### src/verilog/rsf_defs.svh
// offsets, field positions and reset values of the reset-cause block
`ifndef RSF_DEFS_SVH
`define RSF_DEFS_SVH

// register addresses on the internal 16-bit bus
`define RSF_ADDR_CAUSE 16'hFFAC
`define RSF_ADDR_LVCTRL 16'hFFBE
`define RSF_ADDR_LVSEL 16'hFFBF
`define RSF_ADDR_INTR_BASE 16'hFFE0

// reset-cause flag positions
`define RSF_BIT_WDOG 4
`define RSF_BIT_CLKMON 1
`define RSF_BIT_LOWVOLT 0
`define RSF_CAUSE_MASK 8'h13

// interrupt bank layout, by index from the base address
`define RSF_NUM_INTR 14
`define RSF_IDX_MK0L 4
`define RSF_IDX_INTR_MASK_GROUP1_HIGH 7
`define RSF_IDX_INTR_PRIORITY_GROUP0_LOW 8
`define RSF_IDX_EGP 12

// reset values
`define RSF_CAUSE_RST 8'h00
`define RSF_LV_RST 8'h00
`define RSF_IF_RST 8'h00
`define RSF_MK_RST 8'hFF
`define RSF_INTR_MASK_GROUP1_HIGH_RST 8'hDF
`define RSF_PR_RST 8'hFF
`define RSF_EG_RST 8'h00
`define RSF_RDATA_RST 8'h00

`endif

### src/verilog/rsf_pkg.sv
// types and shared decode of the reset-cause block
package rsf_pkg;
`include "rsf_defs.svh"

	typedef logic [7:0] byte_t;

	// reset image of one interrupt bank register
	function automatic byte_t intr_rst_val(input int idx);
		byte_t v;
		v = `RSF_EG_RST;
		if (idx == `RSF_IDX_INTR_MASK_GROUP1_HIGH) begin
			v = `RSF_INTR_MASK_GROUP1_HIGH_RST;
		end else if (idx < `RSF_IDX_MK0L) begin
			v = `RSF_IF_RST;
		end else if (idx < `RSF_IDX_INTR_PRIORITY_GROUP0_LOW) begin
			v = `RSF_MK_RST;
		end else if (idx < `RSF_IDX_EGP) begin
			v = `RSF_PR_RST;
		end
		return v;
	endfunction

endpackage

### src/verilog/intr_bus_if.sv
// carrier between the reset-cause top and the interrupt register bank
`timescale 1ns/1ps
interface intr_bus_if #(
	parameter int N = 14
);
	logic [N-1:0] wr_sel;
	logic [7:0] wdata;
	logic sys_reset;
	logic [7:0] q [N];

	modport top (output wr_sel, output wdata, output sys_reset, input q);
	modport bank (input wr_sel, input wdata, input sys_reset, output q);
endinterface

### src/verilog/intr_reg_bank.sv
// interrupt request, mask, priority and edge enable registers
`timescale 1ns/1ps
module intr_reg_bank #(
	parameter int N = 14
) (
	input wire logic clk,
	input wire logic arst_n,
	intr_bus_if.bank bus
);
	import rsf_pkg::*;

	genvar i;
	for (i = 0; i < N; i++) begin : g_reg
		// any reset source restores the documented image
		always_ff @(posedge clk or negedge arst_n) begin
			if (!arst_n) begin
				bus.q[i] <= intr_rst_val(i);
			end else if (bus.sys_reset) begin
				bus.q[i] <= intr_rst_val(i);
			end else if (bus.wr_sel[i]) begin
				bus.q[i] <= bus.wdata;
			end
		end

	end
endmodule

### src/verilog/reset_source_flags.sv
// reset-cause record, low-voltage register reset and interrupt bank reset
//
// How it works
// - cause byte: bit4 watchdog, bit1 clock, bit0 voltage
// - external, power-on or read clears cause byte
// - cause byte is read-only, whole-byte read
// - watchdog reset sets its flag, others held
// - clock monitor reset sets its flag, others held
// - low-voltage reset sets its flag, others held
// - voltage registers cleared except on a voltage reset alone
// - interrupt registers take their fixed reset image
// - flag one means that source requested reset
`timescale 1ns/1ps
`include "rsf_defs.svh"
module reset_source_flags #(
	parameter int NUM_INTR_REGS = `RSF_NUM_INTR
) (
	input wire logic clk,
	input wire logic arst_n,
	input wire logic ext_reset,
	input wire logic power_on_clear,
	input wire logic watchdog_unit,
	input wire logic clock_stop_monitor,
	input wire logic low_voltage_detector,
	input wire logic [15:0] addr,
	input wire logic rd_en,
	input wire logic wr_en,
	input wire rsf_pkg::byte_t wdata,
	output rsf_pkg::byte_t rdata,
	output rsf_pkg::byte_t reset_cause_flags,
	output rsf_pkg::byte_t lowvolt_detect_ctrl,
	output rsf_pkg::byte_t lowvolt_level_select,
	output logic [8*NUM_INTR_REGS-1:0] intr_regs
);
	import rsf_pkg::*;

	////////////////////////////////////////////////////////////////////////
	// reset source classes

	// external and power-on resets wipe all but the read data register, the record included
	wire wipe = ext_reset | power_on_clear;
	wire internal_any = watchdog_unit | clock_stop_monitor
		| low_voltage_detector;
	wire sys_reset = wipe | internal_any;
	// a voltage reset must not reset the voltage detector's own setup
	wire lv_clear = wipe | watchdog_unit | clock_stop_monitor;

	////////////////////////////////////////////////////////////////////////
	// address decode

	function automatic logic hit(input logic [15:0] a,
		input logic [15:0] base);
		return a == base;
	endfunction

	wire cause_rd = rd_en & hit(addr, `RSF_ADDR_CAUSE);
	wire lvc_hit = hit(addr, `RSF_ADDR_LVCTRL);
	wire lvs_hit = hit(addr, `RSF_ADDR_LVSEL);
	// writes lose to a reset arriving in the same cycle
	wire wr_ok = wr_en & ~sys_reset;
	wire lvc_wr = wr_ok & lvc_hit;
	wire lvs_wr = wr_ok & lvs_hit;

	wire [15:0] intr_off = addr - `RSF_ADDR_INTR_BASE;
	wire intr_hit = (addr >= `RSF_ADDR_INTR_BASE)
		& (intr_off < 16'(NUM_INTR_REGS));

	intr_bus_if #(.N(NUM_INTR_REGS)) ibus ();

	assign ibus.wdata = wdata;
	assign ibus.sys_reset = sys_reset;

	genvar i;
	for (i = 0; i < NUM_INTR_REGS; i++) begin : g_intr
		assign ibus.wr_sel[i] = wr_ok
			& hit(addr, `RSF_ADDR_INTR_BASE + 16'(i));
		assign intr_regs[8*i +: 8] = ibus.q[i];
	end

	intr_reg_bank #(.N(NUM_INTR_REGS)) u_bank (
		.clk(clk),
		.arst_n(arst_n),
		.bus(ibus)
	);

	////////////////////////////////////////////////////////////////////////
	// reset-cause record

	byte_t cause_r;
	byte_t cause_nxt;
	byte_t cause_set;

	// each source sets its own bit, so coincident sources all show
	assign cause_set = (8'(watchdog_unit) << `RSF_BIT_WDOG)
		| (8'(clock_stop_monitor) << `RSF_BIT_CLKMON)
		| (8'(low_voltage_detector) << `RSF_BIT_LOWVOLT);

	// a set in the clearing read's cycle survives; a wipe beats all
	assign cause_nxt = wipe ? `RSF_CAUSE_RST
		: (((cause_rd ? `RSF_CAUSE_RST : cause_r) | cause_set)
		& `RSF_CAUSE_MASK);

	always_ff @(posedge clk or negedge arst_n) begin
		if (!arst_n) begin
			cause_r <= `RSF_CAUSE_RST;
		end else begin
			cause_r <= cause_nxt;
		end
	end

	assign reset_cause_flags = cause_r;

	////////////////////////////////////////////////////////////////////////
	// low-voltage detector setup registers

	byte_t lvc_r;
	byte_t lvs_r;

	always_ff @(posedge clk or negedge arst_n) begin
		if (!arst_n) begin
			lvc_r <= `RSF_LV_RST;
		end else if (lv_clear) begin
			lvc_r <= `RSF_LV_RST;
		end else if (lvc_wr) begin
			lvc_r <= wdata;
		end
	end

	always_ff @(posedge clk or negedge arst_n) begin
		if (!arst_n) begin
			lvs_r <= `RSF_LV_RST;
		end else if (lv_clear) begin
			lvs_r <= `RSF_LV_RST;
		end else if (lvs_wr) begin
			lvs_r <= wdata;
		end
	end

	assign lowvolt_detect_ctrl = lvc_r;
	assign lowvolt_level_select = lvs_r;

	////////////////////////////////////////////////////////////////////////
	// read port: data registered one cycle after the strobe

	byte_t rdata_r;
	byte_t rd_sel;

	// the cause byte has no write path at all; unmapped reads give zero
	assign rd_sel = cause_rd ? cause_r
		: lvc_hit ? lvc_r
		: lvs_hit ? lvs_r
		: intr_hit ? ibus.q[intr_off[3:0]]
		: `RSF_RDATA_RST;

	always_ff @(posedge clk or negedge arst_n) begin
		if (!arst_n) begin
			rdata_r <= `RSF_RDATA_RST;
		end else if (rd_en) begin
			rdata_r <= rd_sel;
		end
	end

	assign rdata = rdata_r;
endmodule

### config.mk
export PLATFORM = sky130hd
export DESIGN_NAME = reset_source_flags
export DESIGN_NICKNAME = d
export VERILOG_FILES = /design/src/verilog/rsf_pkg.sv /design/src/verilog/intr_bus_if.sv /design/src/verilog/intr_reg_bank.sv /design/src/verilog/reset_source_flags.sv
export VERILOG_INCLUDE_DIRS = /design/src /design/src/verilog
export SDC_FILE = /design/constraint.sdc
export NUM_CORES = 1
export LEC_CHECK = 0
export ABC_AREA = 1
export ABC_CLOCK_PERIOD_IN_PS = 3200
export BUFFER_PORTS_ARGS = -buffer_cell sky130_fd_sc_hd__buf_2
export CAP_MARGIN = 15
export CORE_UTILIZATION = 40
export CTS_BUF_LIST = sky130_fd_sc_hd__clkbuf_8
export CTS_CLUSTER_SIZE = 20
export DETAILED_ROUTE_END_ITERATION = 10
export SLEW_MARGIN = 15
export SYNTH_ARGS = -nofsm -noshare
export SYNTH_HDL_FRONTEND = slang
export SYNTH_SLANG_ARGS = --single-unit
### constraint.sdc
create_clock -name clk -period 3.2 [get_ports clk]
set_clock_uncertainty 0.15 [all_clocks]
set_input_delay 0.64 -clock clk [delete_from_list [all_inputs] [get_ports clk]]
set_output_delay 0.64 -clock clk [all_outputs]
set_load 0.01 [all_outputs]
# [Word-level counts from Yosys, hierarchy flattened]
# Cells that the tools add are included.
[classes] add_sub_neg=1 n_mul=0 n_div=0 n_lt_le_gt_ge=3 eq_ne=17 n_shift=0 n_mux=41 bitwise_logic=30 reduce_logical=16
[op_table] op="two-way mux 8 bit" count=38
[op_table] op="equality test 16 bit, second input constant" count=17
[op_table] op="binary-select mux 8 bit (select 4 bit)" count=1
[op_table] op="nonzero test 2 bit" count=16
[op_table] op="AND 1 bit" count=19
[op_table] op=">= comparator 16 bit, second input constant" count=1
[op_table] op="< comparator 16 x 4 -> 1 bit, second input constant" count=1
[op_table] op="subtractor 16 bit, second input constant" count=1
[op_table] op="two-way mux 5 bit" count=2
[op_table] op="OR 1 bit" count=6
[op_table] op=">= comparator 5 bit, second input constant" count=1
[op_table] op="NOT 4 -> 5 bit" count=1
[op_table] op="OR 5 x 1 -> 5 bit" count=1
[op_table] op="OR 5 x 2 -> 5 bit" count=1
[op_table] op="OR 5 bit" count=1
[op_table] op="NOT 1 bit" count=1
[word_totals] reg_bits=141 latch_bits=0 mem_bits_rw=0 mem_bits_ro=0 output_inout_bits=144 elab_cells=126 mem_count=0

# [Depth between registers and ports, before layout]
# Gate-level depths: netlist (run 1).
[logic_depth] depth_word=9 ltp_mapped=15

# [Hierarchy]
# A second synthesis (run 1) with hierarchy kept.
[hier_totals] cells_unflattened=1166 area_unflattened_um2=7972.6
[modules_own_cells] module="intr_reg_bank" instances=1 cells_per_inst=498 area_per_inst_um2=4544.4 seq_area_each_um2=2881.5
[modules_own_cells] module="reset_source_flags" instances=1 cells_per_inst=668 area_per_inst_um2=3428.3 seq_area_each_um2=675.6

# [Worst setup path before layout (run 1)]
# OpenSTA, ideal clock, no wires.
[synth_timing] path_kind="input to register" start="input addr[0]" end="register rdata_r[1], in the netlist rdata[1]" arrival_time_ns=1.800 required_ns=2.984 setup_slack_ns=1.183 path_stages=13 n_path_buf=2 cell_sequence="buf_4 > nand2_1 > buf_2 > nor2_1 > nor2_1 > nand2_1 > nand2_1 > nand3_1 > nor2_1 > nand2_1 > nand2_1 > nand2_1 > nand2_1"
[synth_between] elab_chain_cells=9 word_cells_on_any_way=16 cone_classes="1 x add/sub; 2 x order compare; 3 x eq/ne; 7 x mux; 3 x bitwise"
[synth_lines] element="start: declaration" line="reset_source_flags.sv:25" source="input wire logic [15:0] addr,"
[synth_lines] element="branches (longest 8 deep; another with subtractor 16 bit)"
[synth_lines] element="two-way mux 8 bit (no source line) (*)"
[synth_lines] element="end signal: assignment" line="reset_source_flags.sv:157" source="rdata_r <= `RSF_RDATA_RST;"
[synth_lines] element="end signal: assignment" line="reset_source_flags.sv:159" source="rdata_r <= rd_sel;"
[synth_lines] element="end: declaration" line="reset_source_flags.sv:145" source="byte_t rdata_r;"
# Every way passes the cells marked *. The select of a mux whose other input is x is not followed.
# A chain may end at the register's enable or synchronous reset.

# [Final worst setup path (run 1)]
[layout_timing] start="input addr[0]" end="register rdata_r[3], in the netlist rdata[3]"
# The elaborated chain is that of the path after synthesis.

==> results by group, run 1 <==
Drt
  • Starting DRT DRC Count: approximately 520
  • Final antenna-violating net count: 0
  • WL per Instance: between 15 and 20 um
  • Total number of vias: a little under 7000
  • Remaining DRCs: 0
  • Detailed-route vias per instance: 5.112
  • Final wirelength: between 20000 and 25000 um
  • Initial DRT Pass Iterations: 5

Setup path
  • Arrival @ worst endpoint: about 2.7 ns
  • Setup crit end kind: flop
  • Crit path launch type: input pin
  • Worst Path Max Fanout: 15
  • Worst reg2reg startpoint: u_bank.bus.q[67]
  • R2R depth: 10
  • Kind of critical path: input pin to flop
  • Register-to-register setup slack: approximately 1.5 ns
  • FF-to-FF End: rdata[3]
  • Worst Path Required: ~3.5 ns

Clocking
  • Max Root-Sink Buffers: 2
  • Post-CTS Setup Inserts: 0
  • Htree depth: 4
  • CTS tree: built
  • Number of cells upsized or downsized after cts: 0
  • Clk root buf: clkbuf_8
  • TritonCTS buffer count: 17
  • Clock transition at path regs: around 0.070 ns
  • Clk Latency, worst-skew pair: approximately 0.46 ns
  • Post-CTS Hold Fix Bufs: 1
  • Clock net sink count: between 100 and 150

Power
  • Peak supply drop: 0.0002575 V
  • Leakage: between 4 and 5 nW
  • Power density cells: around 440 nW/um2
  • Tot Pwr: ~3.7 mW

Final layout
  • Most common cell after layout, fill and taps aside: nand2_1
  • Fraction of layout cells with a size suffix above 1: 30.25%
  • Area growth from synthesis to layout: 21.85%
  • Final net count: approximately 1100
  • Cell Count, Final, Fillers Out: 1318
  • Most frequent cells in the layout: nand2_1 (236), nor2_1 (204), buf_2 (170)

Status
  • Result of the run: completed

Synthesis
  • Compound-gate portion of the synthesized area: 14.93%
  • Yosys cell types: about 40
  • Sequential area share after synthesis: 50.35%
  • Yosys reg bits: 139
  • Async set-reset flop share out of synthesis: 100.0%
  • Post-Synthesis Cell Area: 7066 um2
  • Largest family of logic cells by synthesized area: simple AND/OR/NAND/NOR gates
  • Post-synthesis xor/xnor area fraction: 0.1240%
  • Yosys warning count: 0
  • Synth Area per Inst: a little under 8 um2
  • Adder-Cell Fraction of Synth Area: less than 1%
  • Ys flop type: dfrtp_1
  • Post-synthesis mux area share: 0%
  • Post-synth EDFFs: 0
  • Cells after Synth: 898
  • Post-synthesis simple-gate area fraction: 28.46%

Place
  • DP HPWL: approximately 17000 um
  • PortBufs: about 170
  • Routability cong.: ~0.87
  • Post-Place Cells: 1283

Timing
  • Worst slew pin tran: approximately 0.73 ns
  • Highest Clock Rate: ~0.41 GHz
  • Final setup vio count: 0
  • Relative slew slack: between 50% and 60%
  • Setup TNS: 0 ns
  • Tcrit/Tclk final: 76.26%
  • Hold Fails Final Rpt: 0
  • Final slew viol count: 0
  • RSZ-0062 raised after global routing: false
  • Min cycle time layout: about 2.4 ns

Hold path
  • Worst Hold Depth: 3
  • Hold path startpoint: clock_stop_monitor
  • Hold WC Path Type: input pin to flop
  • WHS Endpoint: reset_cause_flags[1]

Global route
  • Vias in the first global route: about 6400
  • First-pass GRT wire length: between 30000 and 40000 um
  • Largest net degree at the start of global routing: 82
  • Initial antenna violation count: 1
  • Total Routing Usage GR: a little over a quarter
  • Total grt overflow: 0

Floorplanning
  • DIE AREA: 18200 um2
  • Core area: between 15000 and 20000 um2
  • Initial Util: about two fifths
  • Ports: between 150 and 200
  • Row cnt: between 40 and 50
  • Die Height: approximately 130 um
  • Die Wd: 134.9 um

Flow run
  • Max-cap violations: 0
[kinds of logic (layout without fill, tap and decap cells)]
kind of cell	after synthesis	count (layout)
adders and majority gates	1	1
buffers and inverters	85	274
and+or+nand+nor	493	493
DFF	139	139
other	1	7
AOI/OAI and AO/OA	178	178
xor gates and xnor gates	1	1
[sequential cells by signal, indices dropped and copies added, names as in the netlist]
signal and cells:
lowvolt_detect_ctrl 8, lowvolt_level_select 8, rdata 8, reset_cause_flags 3, u_bank.bus.q 112
[routing by layer]
metal | global-route usage, % | up-vias | routed length, um
met5 | 0 | - | 0
met4 | 9.363 | 0 | 594
met3 | 5.180 | 36 | 1655
met2 | 41.29 | 273 | 10470
met1 | 37.31 | 3156 | 10610
li1 | - | 3272 | -
[critical path: stages]
cell and delay [ns]:
buf_2 0.21, inv_1 0.19, nand2_1 0.44, buf_4 0.34, nor2_1 0.06, nor2_1 0.08
nand2_1 0.08, nand2_1 0.06, nand3_1 0.10, nor2_1 0.18, nand2_1 0.09, nand2_1 0.07
nand2_1 0.07, nand2_1 0.06
[through the flow]
step           cell area (um2)  util [%]  worst slack (ns)  hold slack (ns)
2_1_floorplan             7081         -             1.183           0.1944
3_3_place_gp              8154     47.14            0.3342           0.3103
3_5_place_dp              8154     47.14            0.3056           0.3122
4_1_cts                   8605     49.75            0.7832           0.2523
5_1_grt                   8605     49.75            0.6111           0.2971
6_report                  8610     49.78            0.7595           0.2713
[report_power, final]
group	total [mW]	leakage, nW	switching (mW)	internal, mW
logic	0.315	2.23	0.225	0.0907
clock network	1.62	0.229	0.710	0.915
registers	1.81	1.72	0.0204	1.79
[area by class of cell]
type                       count  area, um2
fill                        1753       8687
sequential                   139       3557
clock inverter                15      206.4
multi-input combinational    678       3105
clock buffer                  17      234.0
antenna                        2      5.005
inverter                      51      196.4
timing repair buffer         191       1023
tap                          225      281.5
[cell usage after synthesis (2+ instances only)]
library cell,count,share of area [%]
nand2_2,8,0.71
nor2_2,2,0.18
nand4_1,6,0.53
nand2_4,2,0.32
o22ai_1,12,1.1
a22oi_1,3,0.32
inv_1,44,2.3
buf_4,15,1.6
o21ai_0,50,3.5
inv_2,5,0.27
nor3_1,4,0.28
nor2_1,204,11
a31oi_4,2,0.60
dfstp_2,63,23
nor2_4,4,0.64
buf_6,3,0.48
nand3_1,21,1.5
nand2_1,236,13
dfrtp_1,76,27
o21ai_2,20,2.5
clkbuf_1,4,0.21
buf_2,12,0.85
a31oi_1,6,0.53
a221oi_1,4,0.50
a21oi_1,66,4.7
o21ai_1,11,0.78
[worst max-delay path by stage]
stage | start | to | slack [ns] | cells past startpoint
after global placement | addr[0] | rdata[3] | 0.33 | 14
after global routing | addr[0] | rdata[1] | 0.61 | 12
after detailed placement | addr[0] | rdata[3] | 0.31 | 14
after CTS | addr[0] | rdata[3] | 0.78 | 14
final | addr[0] | rdata[3] | 0.76 | 14
after floorplan | addr[0] | rdata[1] | 1.18 | 13
Power figures use the tool's default switching activity.
==> run 2: changes to the inputs <==
ABC_CLOCK_PERIOD_IN_PS = 2500   (was 3200)
clock period = 2.5 ns   (was 3.2 ns; I/O delays follow)
==> run 2 against run 1 <==
Against the previous run:
- sequential power up 28%
- via count down 2.8%
- worst setup slack worse by 0.12 ns
- critical path type unchanged
- final cell count up 0.53%
- cell area up 1.1%
- combinational power up 28%
- core utilization up 0.53 points
==> results by group, run 2 (same netlist as run 1, synthesis figures left out) <==
Status
  • Result of the run: completed

Floorplanning
  • Initial Util: 40.85%
  • Die Wd: between 100 and 150 um
  • Die Height: 134.9 um
  • Ports: around 180
  • Core area: around 17000 um2
  • DIE AREA: roughly 18000 um2
  • Row cnt: 48

Timing
  • Hold Fails Final Rpt: 0
  • Min cycle time layout: between 1.5 and 2 ns
  • Relative slew slack: slightly below 50%
  • RSZ-0062 raised after global routing: false
  • Final hold slack: around 0.0068 ns
  • Tcrit/Tclk final: between 70% and 80%
  • Setup TNS: 0 ns
  • Highest Clock Rate: around 0.54 GHz
  • Worst slew pin tran: 0.7680 ns
  • Final slew viol count: 0
  • Final setup vio count: 0

Place
  • DP HPWL: 16970 um
  • PortBufs: around 170
  • Routability cong.: 0.8875
  • Post-Place Cells: approximately 1300

Global route
  • Largest net degree at the start of global routing: between 100 and 150
  • Total grt overflow: 0
  • Vias in the first global route: 6230
  • Total Routing Usage GR: roughly a quarter
  • Initial antenna violation count: 2
  • First-pass GRT wire length: roughly 35000 um

Final layout
  • Most frequent cells in the layout: nand2_1 (236), nor2_1 (204), buf_2 (170)
  • Cell Count, Final, Fillers Out: ~1300
  • Final net count: about 1100
  • Largest register FFs: 112
  • Reg with most FFs: u_bank.bus.q
  • Core Util, Final: between 50% and 60%
  • Filler cell count: 1771
  • Most common cell after layout, fill and taps aside: nand2_1
  • Area growth from synthesis to layout: 23.14%
  • Fraction of layout cells with a size suffix above 1: 31.06%

Clocking
  • Post-CTS Setup Inserts: 0
  • Number of cells upsized or downsized after cts: 0
  • CTS tree: built
  • Max Root-Sink Buffers: 2
  • Post-CTS Hold Fix Bufs: 0
  • Clock transition at path regs: approximately 0.090 ns
  • Htree depth: 4
  • TritonCTS buffer count: 17
  • Clock net sink count: 139
  • Clk Latency, worst-skew pair: around 0.46 ns
  • Clk root buf: clkbuf_8

Power
  • Psw: 1.288 mW
  • Power density cells: approximately 560 nW/um2
  • Sw Ratio: about a quarter
  • Combinational Power Share: under 10%
  • Sequential fraction of design power: 47.2%
  • Clock power share: roughly 45%
  • Int Power: 3.616 mW
  • Peak supply drop: 0.0003285 V
  • Tot Pwr: between 4 and 5 mW
  • Leakage: 4.217 nW

Flow run
  • Max-cap violations: 0

Drt
  • Total number of vias: 6549
  • Final wirelength: ~23000 um
  • Starting DRT DRC Count: 471
  • Remaining DRCs: 0
  • Initial DRT Pass Iterations: 5
  • WL per Instance: 17.26 um
  • Final antenna-violating net count: 0
  • Detailed-route vias per instance: between 4 and 5

Setup path
  • Kind of critical path: input pin to flop
  • Arrival @ worst endpoint: ~2.1 ns
  • Worst Path Required: ~2.7 ns
  • Setup crit end kind: flop
  • Crit path launch type: input pin
  • Worst Path Max Fanout: 16

Hold path
  • Hold WC Path Type: input pin to asynchronous set/reset pin
-- run 2: layout make-up --
type	count	area, um2	share of cell area [%]
Antenna cell	2	5.005	0.05752
Clock buffer	17	234.0	2.689
Clock inverter	15	235.2	2.703
Inverter	51	196.4	2.258
Multi-Input combinational cell	678	3105	35.69
Sequential cell	139	3557	40.88
Tap cell	225	281.5	3.236
Timing Repair Buffer	198	1086	12.48
-- run 2: metal layers --
layer	routed length [um]	share of wire, %	global-route usage (%)	up-vias
met1	10520	46	37.73	2985
met3	1557	6.8	5.706	32
met4	439	1.9	8.240	0
met2	10350	45	39.29	249
li1	-	-	-	3283
met5	0	0	0	-
-- run 2: critical path: stages --
cell and delay [ns]:
buf_2 0.12, nand2_1 0.13, inv_1 0.13, nand3_1 0.20, inv_2 0.12, nand2_4 0.15
inv_6 0.06, a31oi_4 0.43, nand2_1 0.16, o21ai_2 0.09
-- run 2: final timing paths --
path | to | startpoint | slack (ns) | depth (start not counted)
setup reg to reg | rdata[6] | u_bank.bus.q[38] | 0.86 | 14
setup / recovery | lowvolt_detect_ctrl[1] | addr[3] | 0.64 | 10
max in group asynchronous | u_bank.bus.q[106] | arst_n | 1.62 | 2
min in group clk | reset_cause_flags[1] | clock_stop_monitor | 0.12 | 3
hold / removal | lowvolt_level_select[2] | arst_n | 0.007 | 2
hold reg to reg | u_bank.bus.q[52] | u_bank.bus.q[52] | 0.33 | 2
-- run 2: power groups by stage --
stage | clock, mW | sequential [mW] | combinational, mW
3_3_place_gp | 0 | 2.35 | 0.402
3_5_place_dp | 0 | 2.35 | 0.404
5_1_grt | 2.33 | 2.32 | 0.448
6_report | 2.19 | 2.31 | 0.402
4_1_cts | 2.22 | 2.31 | 0.406
2_1_floorplan | 0 | 2.36 | 0.196
-- run 2: per-stage QoR --
stage | worst slack, ns | instance area, um2
2_1_floorplan | 0.6232 | 7081
3_5_place_dp | 0.1833 | 8227
3_3_place_gp | 0.2146 | 8227
6_report | 0.6434 | 8701
4_1_cts | 0.6358 | 8696
5_1_grt | 0.3567 | 8698
